### config.mk
export PLATFORM = sky130hd
export DESIGN_NAME = nand_sync_target
export DESIGN_NICKNAME = d
export VERILOG_FILES = /design/src/pkg/nand_bus_pkg.sv /design/src/pkg/cache_mem_if.sv /design/src/cache_mem.sv /design/src/nand_sync_target.sv
export SDC_FILE = /design/constraint.sdc
export NUM_CORES = 1
export LEC_CHECK = 0
export ABC_AREA = 1
export BUFFER_PORTS_ARGS = -buffer_cell sky130_fd_sc_hd__buf_4
export CORE_AREA = 2 2 269 271
export CTS_BUF_LIST = sky130_fd_sc_hd__clkbuf_8
export DETAILED_ROUTE_END_ITERATION = 10
export DIE_AREA = 0 0 271 273
export GPL_TIMING_DRIVEN = 0
export SETUP_SLACK_MARGIN = 0.15
export SLEW_MARGIN = 20
export SYNTH_ARGS = -nofsm -noshare
export SYNTH_HDL_FRONTEND = slang
export SYNTH_SLANG_ARGS = --single-unit
### constraint.sdc
create_clock -name CORE_CLK_I -period 2.2 [get_ports CORE_CLK_I]
set_input_delay 0.33 -clock CORE_CLK_I [delete_from_list [all_inputs] [get_ports CORE_CLK_I]]
set_output_delay 0.33 -clock CORE_CLK_I [all_outputs]
set_load 0.01 [all_outputs]
### src/pkg/nand_bus_pkg.sv
package nand_bus_pkg;

  // Wishbone register byte offsets
  localparam logic [7:0] OFS_CTRL = 8'h00;
  localparam logic [7:0] OFS_STATUS = 8'h04;
  localparam logic [7:0] OFS_DIE_RDY = 8'h08;
  localparam logic [7:0] OFS_CMD = 8'h0C;
  localparam logic [7:0] OFS_ADDR = 8'h10;
  localparam logic [7:0] OFS_CACHE_IDX = 8'h14;
  localparam logic [7:0] OFS_CACHE_DATA = 8'h18;
  localparam logic [7:0] OFS_PTRS = 8'h1C;

  // Field positions
  localparam int CTRL_SYNC_BIT = 0;
  localparam int ST_MODE_LSB = 0;
  localparam int ST_ENABLED_BIT = 4;
  localparam int ST_STANDBY_BIT = 5;
  localparam int ST_BUSY_BIT = 6;
  localparam int ST_WP_N_BIT = 7;
  localparam int ST_SYNC_BIT = 8;
  localparam int PTR_OUT_LSB = 16;

  // Reset values
  localparam logic CTRL_SYNC_RST = 1'b0;
  localparam logic [7:0] BYTE_RST = 8'h00;
  localparam logic [31:0] WORD_ZERO = 32'h0000_0000;

  // Timing: figures in ns, counts derived at the core clock rate
  localparam int CORE_CLK_PERIOD_NS = 4;
  localparam int ENABLE_SETTLE_NS = 20;
  localparam int STROBE_FROM_CLOCK_NS = 20;
  // Least time: round up
  localparam int ENABLE_SETTLE_CYC =
    (ENABLE_SETTLE_NS + CORE_CLK_PERIOD_NS - 1) / CORE_CLK_PERIOD_NS;
  // Longest time: round down, never below one cycle
  localparam int STROBE_DLY_CYC = (STROBE_FROM_CLOCK_NS / CORE_CLK_PERIOD_NS) < 1 ? 1 :
    (STROBE_FROM_CLOCK_NS / CORE_CLK_PERIOD_NS);
  localparam int CNT_W = 8;

  // Synchronised pin vector layout
  localparam int PIN_W = 15;
  localparam int P_DQ_LSB = 0;
  localparam int P_WP_N = 8;
  localparam int P_DQS = 9;
  localparam int P_DIR = 10;
  localparam int P_ALE = 11;
  localparam int P_CLE = 12;
  localparam int P_CE_N = 13;
  localparam int P_CLK = 14;

  // Bus modes of the target
  typedef enum logic [3:0] {
    MODE_STANDBY,
    MODE_DESELECTED,
    MODE_SETTLE,
    MODE_IDLE,
    MODE_DRIVING,
    MODE_CMD_IN,
    MODE_ADDR_IN,
    MODE_DATA_IN,
    MODE_DATA_OUT
  } bus_mode_t;

endpackage

### src/pkg/cache_mem_if.sv
`timescale 1ns/10ps
interface cache_mem_if #(
  parameter int AW = 6,
  parameter int DW = 8
);
  logic we;
  logic [AW-1:0] waddr;
  logic [DW-1:0] wdata;
  logic [AW-1:0] raddr;
  logic [DW-1:0] rdata;

  modport ctrl (output we, output waddr, output wdata, output raddr, input rdata);
  modport mem (input we, input waddr, input wdata, input raddr, output rdata);
endinterface

### src/cache_mem.sv
`timescale 1ns/10ps
module cache_mem #(
  parameter int AW = 6,
  parameter int DW = 8
) (
  input wire logic clk_i,
  cache_mem_if.mem port
);
  import nand_bus_pkg::*;

  typedef struct packed {
    logic [DW-1:0] rdata;
  } mem_state_t;

  logic [DW-1:0] store_r [2**AW];
  mem_state_t st_r;
  mem_state_t st_nxt;

  // Read data leaves through a register
  always_comb begin
    st_nxt = st_r;
    st_nxt.rdata = store_r[port.raddr];
  end

  always_ff @(posedge clk_i) begin
    st_r <= st_nxt;
    if (port.we) begin
      store_r[port.waddr] <= port.wdata;
    end
  end

  assign port.rdata = st_r.rdata;
endmodule // cache_mem

### src/nand_sync_target.sv
// The placing of the registers and the Wishbone interface to the registers were chosen for this implementation.
`timescale 1ns/10ps
module nand_sync_target #(
  parameter int NUM_DIES = 2,
  parameter int CACHE_AW = 6
) (
  input wire logic CORE_CLK_I,
  input wire logic SRST_I,
  // Wishbone slave
  input wire logic WB_CYC_I,
  input wire logic WB_STB_I,
  input wire logic WB_WE_I,
  input wire logic [7:0] WB_ADR_I,
  input wire logic [31:0] WB_DAT_I,
  input wire logic [3:0] WB_SEL_I,
  output logic [31:0] WB_DAT_O,
  output logic WB_ACK_O,
  // Per-die ready flags from the die logic
  input wire logic [NUM_DIES-1:0] DIE_RDY_I,
  // Host pins
  input wire logic LINK_CLK_I,
  input wire logic CE_N_I,
  input wire logic CLE_I,
  input wire logic ALE_I,
  input wire logic READ_STROBE_N_I,
  input wire logic WP_N_I,
  input wire logic DQS_I,
  output logic DQS_O,
  output logic DQS_OE_N_O,
  input wire logic [7:0] DQ_I,
  output logic [7:0] DQ_O,
  output logic DQ_OE_N_O,
  output logic RB_O,
  output logic RB_OE_N_O,
  output logic [3:0] MODE_O,
  output logic STANDBY_O
);
  import nand_bus_pkg::*;

  initial begin
    if (NUM_DIES < 1 || NUM_DIES > 16) $error("NUM_DIES out of range");
    if (CACHE_AW < 1 || CACHE_AW > 12) $error("CACHE_AW out of range");
  end

  typedef struct packed {
    logic [PIN_W-1:0] sync1;
    logic [PIN_W-1:0] sync2;
    logic clk_prev;
    logic dqs_prev;
    logic sync_en;
    bus_mode_t mode;
    logic [CNT_W-1:0] settle_cnt;
    logic [7:0] cmd;
    logic [7:0] addr;
    logic in_arm;
    logic [CACHE_AW-1:0] in_ptr;
    logic [CACHE_AW-1:0] out_ptr;
    logic [CNT_W-1:0] dly_cnt;
    logic dly_lvl;
    logic [CACHE_AW-1:0] bus_idx;
    logic wb_pend;
    logic wb_ack;
    logic [31:0] wb_dat;
    logic dqs_o;
    logic dqs_oe_n;
    logic [7:0] dq_o;
    logic dq_oe_n;
    logic rb_oe_n;
    logic standby;
  } core_state_t;

  core_state_t st_r;
  core_state_t st_nxt;

  cache_mem_if #(.AW(CACHE_AW), .DW(8)) cache ();

  cache_mem #(.AW(CACHE_AW), .DW(8)) u_cache (
    .clk_i(CORE_CLK_I),
    .port(cache.mem)
  );

  logic [PIN_W-1:0] pins;
  logic clk_rise;
  logic clk_edge;
  logic dqs_edge;
  logic busy;
  logic selected;
  logic wb_req;
  logic [31:0] status_word;
  logic [31:0] die_word;
  logic [31:0] ptr_word;

  // Pin vector; the clock is sampled like any other input
  assign pins = {LINK_CLK_I, CE_N_I, CLE_I, ALE_I, READ_STROBE_N_I, DQS_I, WP_N_I, DQ_I};
  assign clk_rise = st_r.sync2[P_CLK] && !st_r.clk_prev;
  assign clk_edge = st_r.sync2[P_CLK] != st_r.clk_prev;
  assign dqs_edge = st_r.sync2[P_DQS] != st_r.dqs_prev;
  assign busy = !(&DIE_RDY_I);
  assign selected = !st_r.sync2[P_CE_N];
  assign wb_req = WB_CYC_I && WB_STB_I && !st_r.wb_pend && !st_r.wb_ack;

  // Read views of block state
  always_comb begin
    status_word = WORD_ZERO;
    status_word[ST_MODE_LSB +: 4] = st_r.mode;
    status_word[ST_ENABLED_BIT] = st_r.mode != MODE_SETTLE && st_r.mode != MODE_DESELECTED &&
      st_r.mode != MODE_STANDBY;
    status_word[ST_STANDBY_BIT] = st_r.standby;
    status_word[ST_BUSY_BIT] = busy;
    status_word[ST_WP_N_BIT] = st_r.sync2[P_WP_N];
    status_word[ST_SYNC_BIT] = st_r.sync_en;
    die_word = WORD_ZERO;
    die_word[NUM_DIES-1:0] = DIE_RDY_I;
    ptr_word = WORD_ZERO;
    ptr_word[CACHE_AW-1:0] = st_r.in_ptr;
    ptr_word[PTR_OUT_LSB +: CACHE_AW] = st_r.out_ptr;
  end

  // Cache ports: link writes, shared read port
  always_comb begin
    cache.we = 1'b0;
    cache.waddr = st_r.in_ptr;
    cache.wdata = st_r.sync2[P_DQ_LSB +: 8];
    cache.raddr = (st_r.mode == MODE_DATA_OUT) ? st_r.out_ptr : st_r.bus_idx;
    if (st_r.sync_en && selected && st_r.in_arm && dqs_edge) begin
      cache.we = 1'b1;
    end
  end

  // Whole next state
  always_comb begin
    st_nxt = st_r;
    // Two flops before any logic looks at a pin
    st_nxt.sync1 = pins;
    st_nxt.sync2 = st_r.sync1;
    st_nxt.clk_prev = st_r.sync2[P_CLK];
    st_nxt.dqs_prev = st_r.sync2[P_DQS];

    // Ready line only ever pulls low; released while all dies ready
    st_nxt.rb_oe_n = !busy;
    st_nxt.standby = !selected && !busy;

    // Selection sequencing; a stopped clock while deselected changes nothing
    if (!st_r.sync_en || !selected) begin
      st_nxt.mode = busy ? MODE_DESELECTED : MODE_STANDBY;
      st_nxt.settle_cnt = CNT_W'(ENABLE_SETTLE_CYC);
      st_nxt.in_arm = 1'b0;
      st_nxt.dly_cnt = '0;
    end else if (st_r.mode == MODE_STANDBY || st_r.mode == MODE_DESELECTED) begin
      st_nxt.mode = MODE_SETTLE;
    end else if (st_r.mode == MODE_SETTLE) begin
      // Bus counts as idle only once the settle time has run out
      if (st_r.settle_cnt <= CNT_W'(1)) begin
        st_nxt.mode = MODE_IDLE;
      end else begin
        st_nxt.settle_cnt = st_r.settle_cnt - CNT_W'(1);
      end
    end else if (clk_rise) begin
      // Mode decode on the rising link clock edge
      unique case ({st_r.sync2[P_CLE], st_r.sync2[P_ALE]})
        2'b00: begin
          st_nxt.mode = st_r.sync2[P_DIR] ? MODE_IDLE : MODE_DRIVING;
        end
        2'b10: begin
          if (st_r.sync2[P_DIR]) begin
            st_nxt.mode = MODE_CMD_IN;
            st_nxt.cmd = st_r.sync2[P_DQ_LSB +: 8];
            st_nxt.in_ptr = '0;
            st_nxt.out_ptr = '0;
            st_nxt.in_arm = 1'b0;
          end else begin
            st_nxt.mode = MODE_DRIVING;
          end
        end
        2'b01: begin
          if (st_r.sync2[P_DIR]) begin
            st_nxt.mode = MODE_ADDR_IN;
            st_nxt.addr = st_r.sync2[P_DQ_LSB +: 8];
            st_nxt.in_arm = 1'b0;
          end else begin
            st_nxt.mode = MODE_DRIVING;
          end
        end
        2'b11: begin
          if (st_r.sync2[P_DIR]) begin
            st_nxt.mode = MODE_DATA_IN;
            st_nxt.in_arm = 1'b1;
          end else begin
            st_nxt.mode = MODE_DATA_OUT;
            st_nxt.in_arm = 1'b0;
          end
        end
      endcase
    end

    // Host strobe edges write bytes; tail bytes after exit still land
    if (cache.we) begin
      st_nxt.in_ptr = st_r.in_ptr + CACHE_AW'(1);
    end
    if (st_nxt.mode == MODE_DRIVING || st_nxt.mode == MODE_DATA_OUT) begin
      st_nxt.in_arm = 1'b0;
    end

    // Output strobe follows each link clock edge after the fixed delay
    // The latching rising edge already launches the first strobe edge
    if (clk_edge && (st_r.mode == MODE_DATA_OUT || st_nxt.mode == MODE_DATA_OUT)) begin
      st_nxt.dly_cnt = CNT_W'(STROBE_DLY_CYC);
      st_nxt.dly_lvl = st_r.sync2[P_CLK];
    end else if (st_r.dly_cnt != '0) begin
      st_nxt.dly_cnt = st_r.dly_cnt - CNT_W'(1);
    end
    if (st_r.dly_cnt == CNT_W'(1)) begin
      st_nxt.dqs_o = st_r.dly_lvl;
      st_nxt.dq_o = cache.rdata;
      st_nxt.out_ptr = st_r.out_ptr + CACHE_AW'(1);
    end

    // Pin ownership from the latched direction
    if (st_nxt.mode == MODE_DRIVING || st_nxt.mode == MODE_DATA_OUT) begin
      st_nxt.dq_oe_n = 1'b0;
      st_nxt.dqs_oe_n = 1'b0;
    end else begin
      st_nxt.dq_oe_n = 1'b1;
      st_nxt.dqs_oe_n = 1'b1;
    end
    if (st_nxt.mode == MODE_DRIVING) begin
      st_nxt.dqs_o = 1'b0;
      st_nxt.dly_cnt = '0;
    end
    if (st_nxt.dq_oe_n) begin
      st_nxt.dqs_o = 1'b0;
    end

    // Wishbone: request taken, answered one cycle later
    st_nxt.wb_ack = 1'b0;
    st_nxt.wb_pend = wb_req;
    if (wb_req && WB_WE_I) begin
      unique case (WB_ADR_I)
        OFS_CTRL: begin
          if (WB_SEL_I[0]) begin
            st_nxt.sync_en = WB_DAT_I[CTRL_SYNC_BIT];
          end
        end
        OFS_CACHE_IDX: begin
          if (WB_SEL_I[0]) begin
            st_nxt.bus_idx = WB_DAT_I[CACHE_AW-1:0];
          end
        end
        default: begin
        end
      endcase
    end
    if (st_r.wb_pend) begin
      st_nxt.wb_ack = 1'b1;
      st_nxt.wb_dat = WORD_ZERO;
      if (!WB_WE_I) begin
        unique case (WB_ADR_I)
          OFS_CTRL: st_nxt.wb_dat[CTRL_SYNC_BIT] = st_r.sync_en;
          OFS_STATUS: st_nxt.wb_dat = status_word;
          OFS_DIE_RDY: st_nxt.wb_dat = die_word;
          OFS_CMD: st_nxt.wb_dat[7:0] = st_r.cmd;
          OFS_ADDR: st_nxt.wb_dat[7:0] = st_r.addr;
          OFS_CACHE_IDX: st_nxt.wb_dat[CACHE_AW-1:0] = st_r.bus_idx;
          OFS_CACHE_DATA: st_nxt.wb_dat[7:0] = cache.rdata;
          OFS_PTRS: st_nxt.wb_dat = ptr_word;
          default: st_nxt.wb_dat = WORD_ZERO;
        endcase
      end
    end
  end

  // Single state register; synchronous reset
  always_ff @(posedge CORE_CLK_I) begin
    if (SRST_I) begin
      st_r <= '0;
      st_r.sync_en <= CTRL_SYNC_RST;
      st_r.mode <= MODE_STANDBY;
      st_r.cmd <= BYTE_RST;
      st_r.addr <= BYTE_RST;
      st_r.dq_o <= BYTE_RST;
      st_r.dqs_oe_n <= 1'b1;
      st_r.dq_oe_n <= 1'b1;
      st_r.rb_oe_n <= 1'b1;
      st_r.clk_prev <= 1'b0;
    end else begin
      st_r <= st_nxt;
    end
  end

  // Outputs straight from the state register
  assign WB_DAT_O = st_r.wb_dat;
  assign WB_ACK_O = st_r.wb_ack;
  assign DQS_O = st_r.dqs_o;
  assign DQS_OE_N_O = st_r.dqs_oe_n;
  assign DQ_O = st_r.dq_o;
  assign DQ_OE_N_O = st_r.dq_oe_n;
  assign RB_O = 1'b0 & st_r.rb_oe_n; // Open drain: only ever drives low
  assign RB_OE_N_O = st_r.rb_oe_n;
  assign MODE_O = st_r.mode;
  assign STANDBY_O = st_r.standby;

endmodule // nand_sync_target

==> flow_metrics.py, run 1 <==
metrics = {
    "route": {
        "firstDrtPassIters": 7,
        "vias_per_cell": 5.04,
        "ant_nets": 0,
        "drtIter0Drc": 2268,
        "route.detailed.drc": 0,
        "wl_per_cell_um": 20.1,
        "vias": 21661,
        "routed_wl_um": 86400,
    },
    "setup_path": {
        "cp_max_fo": 10,
        "start_kind": "flop",
        "reg2reg_from": "MODE_O[0]$_SDFF_PP0_",
        "critPathKind": "reg2reg",
        "critPathMaxStageDelay_ns": 0.36,
        "critPathTopFamily": "simple AND/OR/NAND/NOR gates",
        "endpoint_kind": "flop",
        "regToRegEndpoint": "u_cache.port.rdata[2]$_DFF_P_",
        "crit_slowest_cell": "dfxtp_4",
        "cpMostUsedCell": "nand3_2",
        "crit_arrival_ns": 2.83,
        "r2r_slack_ns": -0.01,
        "required_ns": 2.82,
        "crit_buf_inv": 4,
        "worst-path-stages": 14,
        "reg2regPathDepth": 14,
        "crit_chain": "nor2_4 -> buf_12 -> nand2_8 -> buf_12 -> nand2_4 -> nand2_8 -> buf_12 -> buf_6 -> nand3_1 -> nand3_2 -> nand3_2 -> nand3_2 -> nand3_2 -> nand2_2",
    },
    "cells_and_area": {
        "area_growth_syn_to_layout_pct": 28.2,
        "nets": 3335,
        "utilization_pct": 51.0,
        "seq_area_um2": 17900,
        "drive_gt1_share_pct": 22.8,
        "multi_input_area_um2": 8840,
        "fillers": 6260,
    },
    "sta": {
        "hold_violations": 0,
        "setup_tns_ns": -0.0433,
        "setup_violations": 4,
        "timing.fmax_mhz": 452,
        "finClkSkew_ns": 0.0449,
        "worst_slew_pin_slew_ns": 0.706,
        "finalWorstSetupSlack_ns": -0.0131,
        "rsz0062_at_grt": "yes",
        "fin_crit_ns": 2.21,
        "fin_crit_sh_pct": 101,
        "drv_slew": 0,
        "slew_headroom_pct": 52.9,
    },
    "clock_tree": {
        "cts_inserted_buffers": 103,
        "clk_pin_slew_ns": 0.07,
        "clkSinkCount": 638,
        "root_buffer": "clkbuf_8",
        "clockBufferDepth": 3,
        "clkLatencyLatePin_ns": 0.74,
        "htreeDepth": 3,
        "cts_tree": "built",
    },
    "synth": {
        "ys_seq_elements": 638,
        "ys_async_sr_fraction_pct": 0,
        "synth_cell_types": 46,
        "yosysWarnings": 0,
        "synth.avg_cell_area_um2": 9.56,
        "synth_area_leader_cell": "edfxtp_1",
        "netlist_area_um2": 28300,
        "synth_ff_type": "edfxtp_1",
        "synth_edf_count": 512,
        "ys_seq_area_share_pct": 63.3,
        "synth.top_cell.area_share_pct": 54.4,
        "syn-instance-count": 2957,
        "synth.area.top_cells": "edfxtp_1 54%, nand3_1 10%, dfxtp_1 8.9%, inv_1 8.0%, nand2_1 7.8%",
    },
    "hold_path": {
        "hold_class": "in2reg",
        "min_to": "WB_DAT_O[0]$_SDFFE_PP0P_",
        "min_from": "WB_ADR_I[3]",
        "holdPathStages": 6,
    },
    "job": {
        "cap_viol_max_count": 0,
    },
    "floorplanning": {
        "dieHeight_um": 273,
        "die_area_um2": 74000,
        "num_rows": 98,
        "core_area_um2": 71000,
        "ios": 117,
        "dieWidth_um": 271,
        "floorplan.initialDensity_pct": 39.8,
    },
    "place": {
        "gp_congestion": 0.916,
        "portBuffers": 68,
        "hpwl_um": 55200,
    },
    "grt": {
        "track_usage_pct": 22.4,
        "grt_overflow": 0,
        "antenna_found_initial": 1,
        "first_global_vias": 20141,
        "grt_max_degree": 63,
        "grt_pass1_wl_um": 124000,
    },
    "pwr": {
        "finalPower_mw": 25.0,
        "p_switching_mw": 5.77,
        "p_int_mw": 19.3,
        "swShare_pct": 23.0,
        "p_leak_nw": 15.3,
        "pwr-share-clk_pct": 41.9,
        "combPwrFrac_pct": 5.0,
        "vdd_drop_max_mv": 0.600,
        "power_density_nw_per_um2": 691,
        "pwr-share-seq_pct": 53.1,
    },
    "outcome": {
        "outcome": "finished, violations left",
        "violations": "negative setup slack",
    },
}
## tightest hold or removal path, stage by stage
cell and delay [ns]:
buf_4 0.10, nor3_1 0.06, nand2_1 0.10, o211ai_1 0.09, nand2_1 0.07, a21oi_1 0.06
## cell usage in the layout, fill, tap and decap left out, types with 8 or more instances in the layout
| cell type | instances |
|---|---|
| nor2_4 | 68 |
| clkinv_2 | 15 |
| clkbuf_1 | 12 |
| nor2_1 | 102 |
| a21oi_1 | 56 |
| bufinv_16 | 10 |
| buf_4 | 165 |
| nand2_2 | 13 |
| clkbuf_8 | 104 |
| buf_8 | 13 |
| dfxtp_1 | 110 |
| nand3_1 | 415 |
| buf_2 | 14 |
| buf_12 | 57 |
| buf_6 | 36 |
| nand2_1 | 565 |
| nand2_8 | 11 |
| conb_1 | 18 |
| clkinv_1 | 23 |
| dlygate4sd3_1 | 27 |
| clkbuf_4 | 8 |
| nand3_2 | 152 |
| dfxtp_4 | 10 |
| nand3_4 | 19 |
| o21ai_0 | 59 |
| clkbuf_16 | 10 |
| edfxtp_1 | 512 |
| nor3_1 | 15 |
| inv_1 | 622 |
## power groups by stage
stage          logic [mW]  registers, mW  clock network [mW]
6_report             1.25           13.3                10.5
5_1_grt              1.41           13.3                11.2
3_5_place_dp         1.19           13.5                   0
2_1_floorplan       0.766           13.5                   0
4_1_cts              1.24           13.3                10.7
3_3_place_gp         1.04           13.7                   0
## synth_stat cells (3+ instances only)
master	instances
buf_2	77
clkbuf_1	23
nand2_1	586
buf_6	17
xor2_1	5
inv_1	599
o22ai_1	6
o31ai_1	4
ha_1	7
nand4_1	4
buf_1	3
dfxtp_1	126
or2_2	4
inv_2	3
nand2_2	4
o21ai_2	4
nor2_1	171
nor3_1	17
o211ai_1	4
edfxtp_1	512
buf_4	55
a21oi_1	56
nand3_1	584
o21ai_0	61
## layout make-up
type                    count  area share, %
diodes                      2         0.0138
flip-flops and latches    638           49.5
inverters                 603           6.30
repair inverters            1         0.0242
repair buffers            182           5.94
clock inverters            82           1.79
plain buffers             174           4.77
clock buffers             104           3.95
multi-input cells        1559           24.4
well taps                 950           3.28
## sequential cells by signal, indices dropped and copies added (netlist names)
name / flops
DQS_O: 1
DQ_O: 8
DQ_OE_N_O: 1
MODE_O: 4
RB_OE_N_O: 1
STANDBY_O: 1
WB_ACK_O: 1
WB_DAT_O: 15
cache.waddr: 6
cache.wdata: 8
ptr_word: 6
st_nxt: 17
st_r: 49
u_cache.port.rdata: 8
u_cache.store_r: 512
## cells by family after synthesis
group                      Yosys count  share of synthesized area (%)
adders and majority gates            7                          0.310
xor gates and xnor gates             6                          0.186
and+or+nand+nor                   1381                           21.4
buffers and inverters              778                           11.9
AOI/OAI and AO/OA                  146                           2.86
other                                1                         0.0133
DFF                                638                           63.3
## how the worst max path moves through the flow
stage                            from                                to  slack [ns]
6_report         MODE_O[0]$_SDFF_PP0_     u_cache.port.rdata[2]$_DFF_P_       -0.01
5_1_grt          MODE_O[3]$_SDFF_PP0_     u_cache.port.rdata[4]$_DFF_P_       -0.06
4_1_cts          MODE_O[3]$_SDFF_PP0_     u_cache.port.rdata[1]$_DFF_P_       -0.02
3_5_place_dp   st_r[103]$_SDFFE_PP0P_  u_cache.store_r[44][2]$_DFFE_PP_       -1.20
3_3_place_gp   st_r[103]$_SDFFE_PP0P_  u_cache.store_r[44][1]$_DFFE_PP_       -1.18
2_1_floorplan  st_r[103]$_SDFFE_PP0P_  u_cache.store_r[13][0]$_DFFE_PP_        0.25
## routing by layer
| metal | global-route usage, % | share of wire [%] | vias up |
|---|---|---|---|
| met5 | 0 | 0 | - |
| met4 | 10.1 | 4.2 | 0 |
| met3 | 3.82 | 8.4 | 234 |
| met2 | 35.2 | 46 | 1009 |
| met1 | 30.5 | 42 | 10264 |
| li1 | - | - | 10154 |
## timing repair
item / in CTS / in global routing
pin swaps: 49 / 33
hold endpoints to repair: 26 / 0
hold buffers: 27 / 0
setup endpoints to repair: 531 / 526
setup buffers: 56 / 11
cloned: 2 / 12
gates resized for setup: 388 / 221
## stage by stage
step / setup slack, ns / instances / instance area [µm²] / hold WS [ns]
final: -0.0131 / 4295 / 36200 / 0.109
after global routing: -0.0632 / 4295 / 36200 / 0.109
after CTS: -0.0169 / 4270 / 34900 / 0.0520
after detailed placement: -1.20 / 4000 / 30200 / 0.387
after global placement: -1.18 / 3992 / 30000 / 0.393
after floorplan: 0.254 / 2974 / 28300 / 0.388
Note: power is estimated with default switching activity, not from simulation.
==> inputs of run 2 (changes only) <==
- CORE_AREA: 2 2 269 271 -> 2 2 260 262
- DIE_AREA: 0 0 271 273 -> 0 0 262 264
==> flow_metrics.py, run 2 (same netlist as run 1, synthesis figures left out) <==
metrics = {
    "clock_tree": {
        "htreeDepth": 3,
        "cts_inserted_buffers": 104,
        "clkSinkCount": 638,
        "clkLatencyLatePin_ns": 0.74,
        "root_buffer": "clkbuf_8",
        "clk_pin_slew_ns": 0.07,
        "clockBufferDepth": 3,
        "cts_tree": "built",
    },
    "route": {
        "wl_per_cell_um": 20.4,
        "vias_per_cell": 5.16,
        "vias": 21724,
        "firstDrtPassIters": 9,
        "ant_nets": 0,
        "route.detailed.drc": 0,
        "drtIter0Drc": 2178,
        "routed_wl_um": 86000,
    },
    "sta": {
        "fin_crit_ns": 2.23,
        "worst_slew_pin_slew_ns": 0.614,
        "fin_crit_sh_pct": 101,
        "timing.fmax_mhz": 449,
        "hold_violations": 0,
        "finalWorstSetupSlack_ns": -0.0251,
        "rsz0062_at_grt": "yes",
        "setup_tns_ns": -0.0585,
        "setup_violations": 5,
        "finClkSkew_ns": 0.0584,
        "drv_slew": 0,
        "slew_headroom_pct": 58.8,
    },
    "grt": {
        "antenna_found_initial": 3,
        "track_usage_pct": 24.4,
        "grt_overflow": 0,
        "grt_pass1_wl_um": 125000,
        "first_global_vias": 21024,
        "grt_max_degree": 51,
    },
    "cells_and_area": {
        "fillers": 5779,
        "top_register": "u_cache.store_r",
        "final_common_cell": "inv_1",
        "nets": 3320,
        "utilization_pct": 53.3,
        "drive_gt1_share_pct": 22.0,
        "mostFrequentLayoutCells": "632 x inv_1, 565 x nand2_1, 512 x edfxtp_1, 432 x nand3_1, 169 x buf_4",
        "largest_reg_flops": 512,
        "area_growth_syn_to_layout_pct": 25.5,
    },
    "floorplanning": {
        "ios": 117,
        "core_area_um2": 66600,
        "die_area_um2": 69200,
        "floorplan.initialDensity_pct": 42.4,
        "num_rows": 95,
        "dieHeight_um": 264,
        "dieWidth_um": 262,
    },
    "setup_path": {
        "endpoint_kind": "flop",
        "regToRegEndpoint": "u_cache.port.rdata[7]$_DFF_P_",
        "reg2reg_from": "MODE_O[1]$_SDFF_PP0_",
        "required_ns": 2.79,
        "crit_slowest_cell": "dfxtp_4",
        "critPathKind": "reg2reg",
        "r2r_slack_ns": -0.03,
        "start_kind": "flop",
        "reg2regPathDepth": 14,
        "cp_max_fo": 10,
        "critPathMaxStageDelay_ns": 0.36,
        "crit_chain": "nor2_4 -> buf_12 -> nand2_8 -> buf_12 -> nand2_2 -> nand2_4 -> buf_12 -> buf_6 -> nand3_1 -> nand3_2 -> nand3_2 -> nand3_1 -> nand3_2 -> nand2_2",
        "crit_arrival_ns": 2.82,
    },
    "job": {
        "cap_viol_max_count": 0,
    },
    "place": {
        "dp_slack_ns": -1.23,
        "gp_congestion": 0.948,
        "portBuffers": 68,
        "hpwl_um": 56600,
    },
    "pwr": {
        "power_density_nw_per_um2": 696,
        "vdd_drop_max_mv": 0.513,
        "p_leak_nw": 15.0,
    },
    "hold_path": {
        "min_from": "WB_SEL_I[0]",
        "min_to": "st_r[103]$_SDFFE_PP0P_",
        "hold_class": "in2reg",
        "holdPathStages": 5,
    },
    "outcome": {
        "violations": "negative setup slack",
        "outcome": "finished, violations left",
    },
}
run 2: worst max-delay path by stage:
stage / cells after the start / endpoint / slack [ns] / from
CTS: 12 / u_cache.port.rdata[1]$_DFF_P_ / -0.01 / MODE_O[3]$_SDFF_PP0_
global route: 13 / u_cache.port.rdata[2]$_DFF_P_ / -0.04 / MODE_O[1]$_SDFF_PP0_
global placement: 6 / u_cache.store_r[45][0]$_DFFE_PP_ / -1.19 / st_r[103]$_SDFFE_PP0P_
detailed placement: 6 / u_cache.store_r[46][4]$_DFFE_PP_ / -1.23 / st_r[103]$_SDFFE_PP0P_
floorplan: 6 / u_cache.store_r[13][0]$_DFFE_PP_ / 0.25 / st_r[103]$_SDFFE_PP0P_
finish: 14 / u_cache.port.rdata[7]$_DFF_P_ / -0.03 / MODE_O[1]$_SDFF_PP0_
run 2: power by group:
group	switching (mW)	leakage, nW	internal [mW]
clock	4.90	1.17	5.19
combinational	0.729	8.09	0.540
sequential	0.173	5.74	13.1
total	5.80	15.0	18.9
run 2: layout make-up:
class / count / area [µm²] / share of cell area [%]
Timing Repair Buffer: 169 / 1790 / 5.05
Multi-Input combinational cell: 1558 / 8710 / 24.6
Clock inverter: 76 / 414 / 1.17
Inverter: 603 / 2280 / 6.44
Tap cell: 873 / 1090 / 3.08
Buffer: 173 / 1620 / 4.57
Antenna cell: 1 / 2.50 / 0.00706
Sequential cell: 638 / 17900 / 50.6
Clock buffer: 116 / 1600 / 4.50
run 2: through the flow:
stage          std cells  cell area, µm²  hold slack, ns  total power [mW]
5_1_grt             4207           35500           0.126              25.4
6_report            4207           35500          0.0941              24.7
4_1_cts             4181           34500          0.0540              24.7
3_5_place_dp        3923           30100           0.392              14.7
3_3_place_gp        3915           29900           0.393              14.7
2_1_floorplan       2974           28300           0.388              14.3
run 2: critical path: cells and delay by family, from the launching register on:
family | cells | cell delay (ns)
AND/OR/NAND/NOR | 10 | 1.07
buffers and inverters | 4 | 0.63
flip-flops | 1 | 0.36
run 2: metal layers:
layer	up-vias	GRT usage, %	wire length, µm
met5	-	0	0
met4	0	11.2	3700
met3	222	4.42	8060
met2	1058	38.8	40000
met1	10328	32.4	34300
li1	10116	-	-
run 2: repair_timing:
| item | CTS | global route |
|---|---|---|
| buffers inserted | 40 | 21 |
| hold buffers | 27 | 0 |
| resized for setup | 408 | 145 |
| pin swaps | 40 | 35 |
| endpoints found under the setup margin | 531 | 368 |
| gates cloned | 1 | 4 |
| endpoints found under the hold margin | 26 | 0 |
